File: src/rtl/cbt_pkg.sv
package cbt_pkg;

    // register byte addresses on the AHB-Lite slave
    localparam logic [7:0] ADDR_BTR1 = 8'h00;
    localparam logic [7:0] ADDR_RFLG = 8'h04;
    localparam logic [7:0] ADDR_RIER = 8'h08;
    localparam logic [7:0] ADDR_TFLG = 8'h0c;
    localparam logic [7:0] ADDR_CTRL = 8'h10;
    localparam logic [7:0] ADDR_STAT = 8'h14;

    // bit_timing_second field positions
    localparam int BTR1_VOTE_BIT = 7;
    localparam int BTR1_SEG2_LSB = 4;
    localparam int BTR1_SEG1_LSB = 0;

    // receiver flag / enable bit positions
    localparam int RF_WAKE = 7;
    localparam int RF_RXWRN = 6;
    localparam int RF_TXWRN = 5;
    localparam int RF_RXPAS = 4;
    localparam int RF_TXPAS = 3;
    localparam int RF_BOFF = 2;
    localparam int RF_OVR = 1;
    localparam int RF_RXF = 0;

    // control register bit positions
    localparam int CTRL_SOFT_RESET = 0;
    localparam int CTRL_SLEEP_REQ = 1;
    localparam int CTRL_PRESC_LSB = 8;

    // reset values
    localparam logic [7:0] BTR1_RESET = 8'h00;
    localparam logic [7:0] FLAG_RESET = 8'h00;
    localparam logic [7:0] CTRL_RESET = 8'h01;
    localparam logic [5:0] PRESC_RESET = 6'h00;

    // error count thresholds
    localparam logic [8:0] WARN_LOW = 9'h060;
    localparam logic [8:0] PASSIVE_LIMIT = 9'h07f;
    localparam logic [8:0] BUSOFF_LIMIT = 9'h0ff;

    // bit-timing phases, one-hot
    typedef enum logic [2:0]
    {
        PH_SYNC = 3'b001,
        PH_SEG1 = 3'b010,
        PH_SEG2 = 3'b100
    } cbt_phase_t;

    // events from the protocol engine
    typedef struct packed
    {
        logic [8:0] rx_err_count;
        logic [8:0] tx_err_count;
        logic bus_activity;
        logic overrun;
        logic rx_msg_done;
        logic [2:0] abort_done;
        logic [2:0] tx_empty;
    } cbt_engine_t;

    typedef struct packed
    {
        logic [7:0] btr1;
        logic [7:0] rflg;
        logic [7:0] rier;
        logic [2:0] tflg;
        logic soft_reset;
        logic sleep_req;
        logic sleep_ack;
        logic [5:0] presc;
        logic [5:0] presc_cnt;
        cbt_phase_t phase;
        logic [3:0] tq_cnt;
        logic [1:0] early;
        logic rx_bit;
        logic sample_pulse;
        logic tx_point;
        logic prev_rx;
        logic [2:0] prev_tx_empty;
        logic rx_wrn_prev;
        logic tx_wrn_prev;
        logic rx_pas_prev;
        logic tx_pas_prev;
        logic boff_prev;
        logic overload;
        logic irq_wake;
        logic irq_err;
        logic irq_rx;
        logic [31:0] hrdata;
        logic bus_wr;
        logic [7:0] bus_addr;
    } cbt_state_t;

endpackage
File: src/rtl/cbt_core.sv
// Operation
// - vote select set and segment one field 2 or more: majority of three samples; otherwise: single sample
// - sample point is the last of three samples; receivers sample there
// - segment one field is value plus one quanta; segment two likewise
// - segment lengths set quanta per bit and sample point position
// - transmit point starts each bit that ends by count, not one cut short by an edge in segment two; edges in resync window resynchronise
// - bit timing writes only land while soft reset is set
// - write one clears a flag, write zero keeps it, reads show flags
// - clearing a receiver flag fails while its cause still holds
// - hard or soft reset clears and holds flags and enables
// - bus activity in sleep clears sleep ack and sets wake flag in the same cycle
// - receive warning flag set on entering count 96 to 127
// - transmit warning flag set on entering count 96 to 127
// - receive passive flag set when receive count exceeds 127
// - transmit passive flag set when transmit count exceeds 127
// - bus off flag set when transmit count exceeds 255
// - overrun flag set on receive buffer overrun
// - receive full set on good message; software reads then clears
// - while receive full, no buffer swap, overload signalled instead
// - each receiver flag gated by its own enable onto its interrupt line; abort acknowledge flags drive no interrupt
// - one abort acknowledge flag per transmit buffer, set on abort
// - abort acknowledge clears when buffer empty flag returns to zero
// - soft reset drops bus synchronisation; error counts are kept
// - prescaler divides module clock by value plus one
module cbt_core
(
    input wire logic clk,
    input wire logic rst_n,
    input wire logic clk_en,
    input wire logic hsel,
    input wire logic [31:0] haddr,
    input wire logic [1:0] htrans,
    input wire logic hwrite,
    input wire logic [2:0] hsize,
    input wire logic [31:0] hwdata,
    input wire logic hready,
    output logic [31:0] hrdata,
    output logic hreadyout,
    output logic hresp,
    input wire cbt_pkg::cbt_engine_t eng,
    input wire logic rx_pin,
    output logic rx_bit,
    output logic sample_pulse,
    output logic tx_point,
    output logic overload,
    output logic sleep_ack,
    output logic irq_wake,
    output logic irq_err,
    output logic irq_rx
);
    cbt_pkg::cbt_state_t s;
    cbt_pkg::cbt_state_t next_s;

    function automatic logic in_warn(input logic [8:0] c);
        in_warn = (c >= cbt_pkg::WARN_LOW) && (c <= cbt_pkg::PASSIVE_LIMIT);
    endfunction

    function automatic logic [31:0] rd_mux(input cbt_pkg::cbt_state_t q, input logic [7:0] a);
        case (a)
            cbt_pkg::ADDR_BTR1: rd_mux = {24'h000000, q.btr1};
            cbt_pkg::ADDR_RFLG: rd_mux = {24'h000000, q.rflg};
            cbt_pkg::ADDR_RIER: rd_mux = {24'h000000, q.rier};
            cbt_pkg::ADDR_TFLG: rd_mux = {29'h00000000, q.tflg};
            cbt_pkg::ADDR_CTRL: rd_mux = {18'h00000, q.presc, 6'h00, q.sleep_req, q.soft_reset};
            cbt_pkg::ADDR_STAT: rd_mux = {28'h0000000, q.overload, q.rx_bit, q.phase == cbt_pkg::PH_SYNC, q.sleep_ack};
            default: rd_mux = 32'h00000000;
        endcase
    endfunction

    logic [3:0] seg1_len;
    logic [3:0] seg2_len;
    logic [7:0] rcond;
    logic [7:0] wdata;
    logic wr_now;
    logic tq_tick;
    logic edge_seen;
    logic voted;

    always_comb
    begin
        next_s = s;
        wdata = hwdata[7:0];
        wr_now = s.bus_wr;
        seg1_len = s.btr1[cbt_pkg::BTR1_SEG1_LSB +: 4];
        seg2_len = {1'b0, s.btr1[cbt_pkg::BTR1_SEG2_LSB +: 3]};
        tq_tick = (s.presc_cnt == s.presc);
        edge_seen = s.prev_rx && !rx_pin;
        voted = (s.early[0] & s.early[1]) | (s.early[0] & rx_pin) | (s.early[1] & rx_pin);
        // conditions that still hold block a write-one clear
        rcond = 8'h00;
        rcond[cbt_pkg::RF_RXWRN] = in_warn(eng.rx_err_count);
        rcond[cbt_pkg::RF_TXWRN] = in_warn(eng.tx_err_count);
        rcond[cbt_pkg::RF_RXPAS] = eng.rx_err_count > cbt_pkg::PASSIVE_LIMIT;
        rcond[cbt_pkg::RF_TXPAS] = eng.tx_err_count > cbt_pkg::PASSIVE_LIMIT;
        rcond[cbt_pkg::RF_BOFF] = eng.tx_err_count > cbt_pkg::BUSOFF_LIMIT;
        rcond[cbt_pkg::RF_OVR] = eng.overrun;
        rcond[cbt_pkg::RF_RXF] = eng.rx_msg_done;
        rcond[cbt_pkg::RF_WAKE] = eng.bus_activity && s.sleep_ack;

        // AHB-Lite: capture address phase, act in data phase, zero wait
        next_s.bus_wr = hsel && hready && htrans[1] && hwrite;
        next_s.bus_addr = haddr[7:0];
        if (hsel && hready && htrans[1] && !hwrite)
        begin
            next_s.hrdata = rd_mux(s, haddr[7:0]);
        end

        next_s.sample_pulse = 1'b0;
        next_s.tx_point = 1'b0;
        next_s.prev_rx = rx_pin;
        next_s.presc_cnt = tq_tick ? 6'h00 : s.presc_cnt + 6'h01;

        // bit timing state machine, one quantum per step
        if (tq_tick)
        begin
            case (s.phase)
                cbt_pkg::PH_SYNC:
                begin
                    next_s.phase = cbt_pkg::PH_SEG1;
                    next_s.tq_cnt = 4'h0;
                end
                cbt_pkg::PH_SEG1:
                begin
                    if (s.btr1[cbt_pkg::BTR1_VOTE_BIT] && seg1_len >= 4'h2
                        && s.tq_cnt >= seg1_len - 4'h2)
                    begin
                        next_s.early = {s.early[0], rx_pin};
                    end
                    if (edge_seen)
                    begin
                        next_s.tq_cnt = 4'h0; // hard sync when edge lands in segment one
                    end
                    else if (s.tq_cnt == seg1_len)
                    begin
                        next_s.phase = cbt_pkg::PH_SEG2;
                        next_s.tq_cnt = 4'h0;
                        next_s.sample_pulse = 1'b1;
                        next_s.rx_bit = (s.btr1[cbt_pkg::BTR1_VOTE_BIT] && seg1_len >= 4'h2)
                            ? voted : rx_pin;
                    end
                    else
                    begin
                        next_s.tq_cnt = s.tq_cnt + 4'h1;
                    end
                end
                cbt_pkg::PH_SEG2:
                begin
                    if (s.tq_cnt == seg2_len)
                    begin
                        next_s.phase = cbt_pkg::PH_SYNC;
                        next_s.tx_point = 1'b1;
                        next_s.tq_cnt = 4'h0;
                    end
                    else
                    begin
                        next_s.tq_cnt = s.tq_cnt + 4'h1;
                    end
                end
                default:
                begin
                    next_s.phase = cbt_pkg::PH_SYNC;
                end
            endcase
        end
        if (edge_seen && s.phase == cbt_pkg::PH_SEG2)
        begin
            next_s.phase = cbt_pkg::PH_SYNC;
            next_s.tq_cnt = 4'h0;
            next_s.presc_cnt = 6'h00;
        end

        // sleep handshake
        if (s.sleep_req && !eng.bus_activity)
        begin
            next_s.sleep_ack = 1'b1;
        end
        if (!s.sleep_req)
        begin
            next_s.sleep_ack = 1'b0;
        end
        if (s.sleep_ack && eng.bus_activity)
        begin
            next_s.sleep_ack = 1'b0;
        end

        // write-one clear, blocked while the cause holds
        if (wr_now && s.bus_addr == cbt_pkg::ADDR_RFLG)
        begin
            next_s.rflg = s.rflg & ~(wdata & ~rcond);
        end
        if (wr_now && s.bus_addr == cbt_pkg::ADDR_TFLG)
        begin
            next_s.tflg = s.tflg & ~wdata[2:0];
        end
        if (wr_now && s.bus_addr == cbt_pkg::ADDR_RIER)
        begin
            next_s.rier = wdata;
        end
        if (wr_now && s.bus_addr == cbt_pkg::ADDR_BTR1 && s.soft_reset)
        begin
            next_s.btr1 = wdata;
        end
        if (wr_now && s.bus_addr == cbt_pkg::ADDR_CTRL)
        begin
            next_s.soft_reset = hwdata[cbt_pkg::CTRL_SOFT_RESET];
            next_s.sleep_req = hwdata[cbt_pkg::CTRL_SLEEP_REQ];
            if (s.soft_reset)
            begin
                next_s.presc = hwdata[cbt_pkg::CTRL_PRESC_LSB +: 6];
            end
        end

        // flag sets win over a clear in the same cycle
        next_s.rx_wrn_prev = rcond[cbt_pkg::RF_RXWRN];
        next_s.tx_wrn_prev = rcond[cbt_pkg::RF_TXWRN];
        next_s.rx_pas_prev = rcond[cbt_pkg::RF_RXPAS];
        next_s.tx_pas_prev = rcond[cbt_pkg::RF_TXPAS];
        next_s.boff_prev = rcond[cbt_pkg::RF_BOFF];
        if (s.sleep_ack && eng.bus_activity)
        begin
            next_s.rflg[cbt_pkg::RF_WAKE] = 1'b1;
        end
        if (rcond[cbt_pkg::RF_RXWRN] && !s.rx_wrn_prev)
        begin
            next_s.rflg[cbt_pkg::RF_RXWRN] = 1'b1;
        end
        if (rcond[cbt_pkg::RF_TXWRN] && !s.tx_wrn_prev)
        begin
            next_s.rflg[cbt_pkg::RF_TXWRN] = 1'b1;
        end
        if (rcond[cbt_pkg::RF_RXPAS] && !s.rx_pas_prev)
        begin
            next_s.rflg[cbt_pkg::RF_RXPAS] = 1'b1;
        end
        if (rcond[cbt_pkg::RF_TXPAS] && !s.tx_pas_prev)
        begin
            next_s.rflg[cbt_pkg::RF_TXPAS] = 1'b1;
        end
        if (rcond[cbt_pkg::RF_BOFF] && !s.boff_prev)
        begin
            next_s.rflg[cbt_pkg::RF_BOFF] = 1'b1;
        end
        if (eng.overrun)
        begin
            next_s.rflg[cbt_pkg::RF_OVR] = 1'b1;
        end
        next_s.overload = 1'b0;
        if (eng.rx_msg_done)
        begin
            if (s.rflg[cbt_pkg::RF_RXF])
            begin
                next_s.overload = 1'b1;
            end
            else
            begin
                next_s.rflg[cbt_pkg::RF_RXF] = 1'b1;
            end
        end
        next_s.prev_tx_empty = eng.tx_empty;
        for (int i = 0; i < 3; i++)
        begin
            if (s.prev_tx_empty[i] && !eng.tx_empty[i])
            begin
                next_s.tflg[i] = 1'b0;
            end
            if (eng.abort_done[i])
            begin
                next_s.tflg[i] = 1'b1;
            end
        end

        next_s.irq_wake = next_s.rflg[cbt_pkg::RF_WAKE] & next_s.rier[cbt_pkg::RF_WAKE];
        next_s.irq_err = |(next_s.rflg[6:1] & next_s.rier[6:1]);
        next_s.irq_rx = next_s.rflg[cbt_pkg::RF_RXF] & next_s.rier[cbt_pkg::RF_RXF];

        // soft reset holds flags, enables and sync lost; counts live outside
        if (next_s.soft_reset)
        begin
            next_s.rflg = cbt_pkg::FLAG_RESET;
            next_s.rier = cbt_pkg::FLAG_RESET;
            next_s.tflg = 3'h0;
            next_s.phase = cbt_pkg::PH_SYNC;
            next_s.tq_cnt = 4'h0;
            next_s.presc_cnt = 6'h00;
            next_s.sample_pulse = 1'b0;
            next_s.tx_point = 1'b0;
            next_s.overload = 1'b0;
            next_s.irq_wake = 1'b0;
            next_s.irq_err = 1'b0;
            next_s.irq_rx = 1'b0;
        end
    end

    always_ff @(posedge clk)
    begin
        if (!rst_n)
        begin
            s <= '0;
            s.btr1 <= cbt_pkg::BTR1_RESET;
            s.soft_reset <= cbt_pkg::CTRL_RESET[0];
            s.presc <= cbt_pkg::PRESC_RESET;
            s.phase <= cbt_pkg::PH_SYNC;
            s.rx_bit <= 1'b1;
            s.prev_rx <= 1'b1;
        end
        else if (clk_en)
        begin
            s <= next_s;
        end
    end

    assign hrdata = s.hrdata;
    assign hreadyout = 1'b1;
    assign hresp = 1'b0;
    assign rx_bit = s.rx_bit;
    assign sample_pulse = s.sample_pulse;
    assign tx_point = s.tx_point;
    assign overload = s.overload;
    assign sleep_ack = s.sleep_ack;
    assign irq_wake = s.irq_wake;
    assign irq_err = s.irq_err;
    assign irq_rx = s.irq_rx;
endmodule

File: config.mk
export PLATFORM = sky130hd
export DESIGN_NAME = cbt_core
export DESIGN_NICKNAME = d
export VERILOG_FILES = /design/src/rtl/cbt_pkg.sv /design/src/rtl/cbt_core.sv
export SDC_FILE = /design/constraint.sdc
export NUM_CORES = 1
export LEC_CHECK = 0
export BUFFER_PORTS_ARGS = -buffer_cell sky130_fd_sc_hd__buf_4
export CAP_MARGIN = 20
export CORE_MARGIN = 2
export CORE_UTILIZATION = 33
export DETAILED_ROUTE_END_ITERATION = 8
export PLACE_DENSITY = 0.65
export SYNTH_ARGS = -nofsm -noshare
export SYNTH_HDL_FRONTEND = slang
export SYNTH_SLANG_ARGS = --single-unit
File: constraint.sdc
create_clock -name clk -period 1.95 [get_ports clk]
set_input_delay 0.195 -clock clk [delete_from_list [all_inputs] [get_ports clk]]
set_output_delay 0.195 -clock clk [all_outputs]
set_load 0.02 [all_outputs]
==> impl_metrics.toml, run 1 <==
[timing]
final.period_utilization = 0.9930
timing.hold.ws_ps = 80.44
slew_headroom = 0.5902
fin_skew_ps = 7.825
hold_viol_final = 0
worst_slew_pin_slew_ps = 614.0
rsz0062_at_grt = "true"
setup_violations = 0
period_minus_slack_ps = 1936
finalMaxSlewViolations = 0
fmax_mhz = 516.4

[routing]
dr.pass1.iters = 5
wl_um = 13060
routed-via-count = 4204
drt_iter0_markers = 298
drtAntennaViolNets = 0
wl_per_cell_um = 15.85
vias_per_cell = 5.102
drcViolationCount = 0

[yosys]
syn_area_per_cell_um2 = 8.508
syn_inst = 555
synth-main-ff-cell = "dfxtp_1"
async_flop_share = 0
yosysSeqAreaShare = 0.3816
synth_edf_count = 0
synth.distinct_cells = 61
synthTopCellsByArea = "dfxtp_1, mux2i_1, nor2_1"
ys_seq_elements = 90
yosys.area.top_type_share = 0.3816
synth_area_um2 = 4722
yosys.area.top_type = "dfxtp_1"
synth_warnings = 0

[die]
initial_core_util = 0.3389
die-area_um2 = 15280
core_area_um2 = 13930
rows = 43
dieHeight_um = 123.6
die_width_um = 123.6
io_pins = 145

[grt]
grt_pass1_vias = 4083
grt_overflow = 0
grt_max_degree = 70
track_usage = 0.1738
grt_first_pass_wirelength_um = 20480
antenna_found_initial = 0

[pwr]
p_comb_frac = 0.103
p_per_area_nw_per_um2 = 666.5
p_seq_frac = 0.474
switching_power_mw = 0.9991
clkPwrFrac = 0.422
p_leak_nw = 2.544
sw_frac_of_total = 0.2513
internal_power_mw = 2.977
ir_drop_v = 0.0004415

[worst_setup_path]
critical_path_required_ps = 2220
critPathBufInv = 1
path_max_fanout = 7
cp-startpoint = "wr_now"
max_stage_delay_ps = 520
critPathArrivalTime_ps = 2210
slowest_stage = "or4_1"
path_delay_family = "simple AND/OR/NAND/NOR gates"
crit_chain = "nor3b_2 > buf_4 > a31o_2 > and2_4 > a21o_1 > or4_1 > o21ai_1"
endpoint_kind = "flop"
r2r-start = "wr_now"
worst-setup-path-type = "flop to flop"
critPathLaunchType = "flop"

[placed_design]
dp_cells = 807
gp_congestion = 0.8382
port-buffer-count = 68
hpwl_um = 9676

[layout]
final_nets = 749
fin_util = 0.4281
area_growth_pct = 26.34
largest_register = "s"
n_antenna_cell = 0
stdcell_count = 824
drive_above_1_share = 0.2702
largest_register_ffs = 67

[clocking]
root_buffer = "clkbuf_16"
clock-sinks = 90
htreeDepth = 3
cts_tree = "done"
clk_latency_ps = 340
clk_pin_slew_ps = 70
cts_buffer_depth = 2
cts_made_buffers = 9

[run]
drv_cap = 0

[hold_path]
min_from = "hwdata[12]"
worst_hold_path_type = "input port to flop"

[status]
status = "finished clean"
==> power by group through the flow <==
| stage | registers [mW] | clock network [mW] | logic, mW |
|---|---|---|---|
| floorplan | 1.92 | 0 | 0.240 |
| global placement | 1.92 | 0 | 0.381 |
| detailed placement | 1.92 | 0 | 0.388 |
| CTS | 1.88 | 1.71 | 0.392 |
| global route | 1.89 | 1.81 | 0.444 |
| finish | 1.89 | 1.68 | 0.411 |
==> cell usage in the layout, fill, tap and decap left out, types with 6 or more instances in the layout <==
cell type / instances
buf_4: 113
dfxtp_1: 85
nor2_1: 82
nand2_1: 48
mux2i_1: 46
a21oi_1: 34
o21ai_0: 21
conb_1: 20
nand3_1: 16
a22oi_1: 14
xor2_1: 14
clkbuf_16: 9
inv_1: 8
ha_1: 7
a31oi_1: 6
mux2_2: 6
==> cells in the mapped netlist (8+ instances only) <==
library cell  number
clkbuf_1          16
mux2i_1           46
dfxtp_1           90
xor2_1            15
a22oi_1           14
o21ai_0           21
buf_4             35
nand2_1           49
a21oi_1           35
inv_1              8
nor2_1            82
nand3_1           16
==> cell families (layout without fill, tap and decap cells) <==
logic type | count (synthesis) | after routing | synth area share
adders and majority gates | 7 | 7 | 0.01855
AOI/OAI and AO/OA | 109 | 109 | 0.1455
muxes | 53 | 53 | 0.1166
other | 2 | 20 | 0.001590
and+or+nand+nor | 205 | 205 | 0.2168
DFF | 90 | 90 | 0.3816
xor gates and xnor gates | 19 | 19 | 0.03524
buffers and inverters | 70 | 141 | 0.08426
==> worst reg2reg max path, stage by stage, from the launching register on <==
cell	delay, ps
dfxtp_1	320
nor3b_2	160
buf_4	150
a31o_2	240
and2_4	200
a21o_1	180
or4_1	520
o21ai_1	90
==> metal layers <==
metal / GRT usage / wire [µm] / part of all wire
met3: 0.04441 / 809 / 0.062
met5: 0 / 0 / 0
met2: 0.2885 / 6247 / 0.48
met4: 0.05611 / 212 / 0.016
met1: 0.2204 / 5793 / 0.44
==> through the flow <==
step	setup TNS (ps)	setup WS (ps)	instance area (µm²)	power [mW]
finish	0	13.62	5966	3.976
global route	-51.18	-33.91	5966	4.139
CTS	0	16.27	5858	3.981
detailed placement	-530.9	-78.13	5539	2.313
global placement	-436.4	-60.92	5539	2.305
floorplan	0	37.85	4790	2.161
==> path summary, 6_finish.rpt <==
check               end  slack, ps  cells after the start
setup / recovery  s[61]         10                      7
hold / removal    s[76]         80                      3
setup reg to reg  s[61]         10                      7
hold reg to reg   s[53]        460                      2
==> repair_timing <==
action,CTS,global route
endpoints found under the setup margin,14,18
hold buffers,0,0
setup buffers,0,1
gates cloned,0,0
gates resized for setup,5,20
pin swaps,1,9
==> area by class of cell <==
class / instances / area [µm²]
Timing Repair Buffer: 116 / 899.6
Fill cell: 1328 / 7969
Multi-Input combinational cell: 413 / 2709
Clock buffer: 11 / 252.7
Tap cell: 180 / 225.2
Clock inverter: 5 / 37.54
Sequential cell: 90 / 1808
Inverter: 9 / 33.78
Power figures use the tool's default switching activity.
==> run 2: changes to the inputs <==
--- a/config.mk
+++ b/config.mk
@@ -7,7 +7,7 @@
 export LEC_CHECK = 0
 export BUFFER_PORTS_ARGS = -buffer_cell sky130_fd_sc_hd__buf_4
 export CAP_MARGIN = 20
-export CORE_MARGIN = 2
+export CORE_MARGIN = 5
 export CORE_UTILIZATION = 33
 export DETAILED_ROUTE_END_ITERATION = 8
 export PLACE_DENSITY = 0.65
==> impl_metrics.toml, run 2 (synthesis results as in run 1) <==
[grt]
grt_max_degree = 49
antenna_found_initial = 0
grt_pass1_vias = 3976
track_usage = 0.1532
grt_first_pass_wirelength_um = 20280
grt_overflow = 0

[pwr]
p_per_area_nw_per_um2 = 710.7
switching_power_mw = 1.006
p_leak_nw = 2.554
clkPwrFrac = 0.464
ir_drop_v = 0.0004220
sw_frac_of_total = 0.2342
p_comb_frac = 0.097
finalPower_mw = 4.295
internal_power_mw = 3.289
p_seq_frac = 0.439

[timing]
setup_ws_ps = 9.781
finalMaxSlewViolations = 0
slew_headroom = 0.6659
hold_viol_final = 0
fin_skew_ps = 4.979
timing.hold.ws_ps = 82.86
setup_violations = 0
worst_slew_pin_slew_ps = 497.3
rsz0062_at_grt = "true"
final.period_utilization = 0.9950
period_minus_slack_ps = 1940
tns_ps = 0
fmax_mhz = 515.4

[routing]
drtAntennaViolNets = 0
dr.pass1.iters = 5
drcViolationCount = 0
wl_um = 13300
wl_per_cell_um = 16.24
drt_iter0_markers = 281
routed-via-count = 4239
vias_per_cell = 5.176

[clocking]
clk_latency_ps = 340
cts_buffer_depth = 2
clk_pin_slew_ps = 60
cts_setup_buffers = 0
root_buffer = "clkbuf_16"
clock-sinks = 90
cts_made_buffers = 9
htreeDepth = 3
cts_tree = "done"

[worst_setup_path]
timing.rr.end = "s[61]"
worstRegToRegCells = 7
path_delay_family = "simple AND/OR/NAND/NOR gates"
worst-setup-path-type = "flop to flop"
critPathBufInv = 1
slowest_stage = "or4_1"
critPathArrivalTime_ps = 2210
critical_path_required_ps = 2220
max_stage_delay_ps = 410
path_max_fanout = 5
critPathLaunchType = "flop"
endpoint_kind = "flop"
rrSetupSlack_ps = 10
crit_chain = "xor2_1 > nor4_2 > and2_4 > buf_6 > nand4b_1 > or4_1 > o21ai_1"
r2r-start = "s[66]"

[hold_path]
min_to = "s[76]"
hold_depth = 3
min_from = "hwdata[12]"
worst_hold_path_type = "input port to flop"

[die]
io_pins = 145
die_width_um = 129.6
core_area_um2 = 13930
die-area_um2 = 16800
initial_core_util = 0.3389
dieHeight_um = 129.6
rows = 43

[placed_design]
placed_cell_area_um2 = 5509
dp_cells = 803
preCtsSetupSlack_ps = -126.7
port-buffer-count = 68
gp_congestion = 0.8507
hpwl_um = 9867

[layout]
drive_above_1_share = 0.2739
stdcell_count = 819
final_cell_area_um2 = 6043
mostFrequentLayoutCells = "buf_4, dfxtp_1, nor2_1"
layout_commonest_cell = "buf_4"
n_antenna_cell = 0
largest_register_ffs = 67
fin_util = 0.4337
fillCellCount = 1340
final_nets = 744
area_growth_pct = 27.98
largest_register = "s"

[run]
drv_cap = 0

[status]
status = "finished clean"
-- run 2: how the worst max path moves through the flow --
stage | cells past startpoint | slack, ps | endpoint | startpoint
after floorplan | 7 | 40 | s[65] | s[60]
after global placement | 6 | -130 | s[87] | s[5]
after detailed placement | 6 | -130 | s[89] | s[5]
after CTS | 6 | 20 | irq_err | s[5]
after global routing | 6 | -50 | irq_err | s[1]
final | 7 | 10 | s[61] | s[66]
-- run 2: power groups by stage --
stage	clock network [mW]	registers (mW)	logic [mW]
3_5_place_dp	0	1.93	0.388
4_1_cts	2.01	1.89	0.396
6_report	1.99	1.89	0.417
3_3_place_gp	0	1.92	0.379
5_1_grt	2.09	1.89	0.450
2_1_floorplan	0	1.92	0.240
-- run 2: layout make-up --
type                    count  area [µm²]  share of cell area
multi-input cells         413        2753              0.4555
well taps                 180       225.2             0.03727
repair buffers            111       877.1              0.1451
clock inverters             7       117.6             0.01946
flip-flops and latches     90        1812              0.2998
clock buffers               9       225.2             0.03727
inverters                   9       33.78            0.005590
-- run 2: repair_timing --
action | 4_1_cts | 5_1_grt
resized for setup | 8 | 31
endpoints found under the hold margin | 0 | 0
setup endpoints to repair | 14 | 19
hold buffers | 0 | 0
pin swaps | 2 | 16
-- run 2: layer usage --
layer / global-route usage / part of all wire
met1: 0.2009 / 0.43
met2: 0.2457 / 0.47
met3: 0.04122 / 0.078
met4: 0.04890 / 0.018
met5: 0 / 0
-- run 2: worst min-delay path: cells and delay by family --
kind          cells  cell delay, ps
buf+inv           1              80
mux               1              50
simple gates      1              70
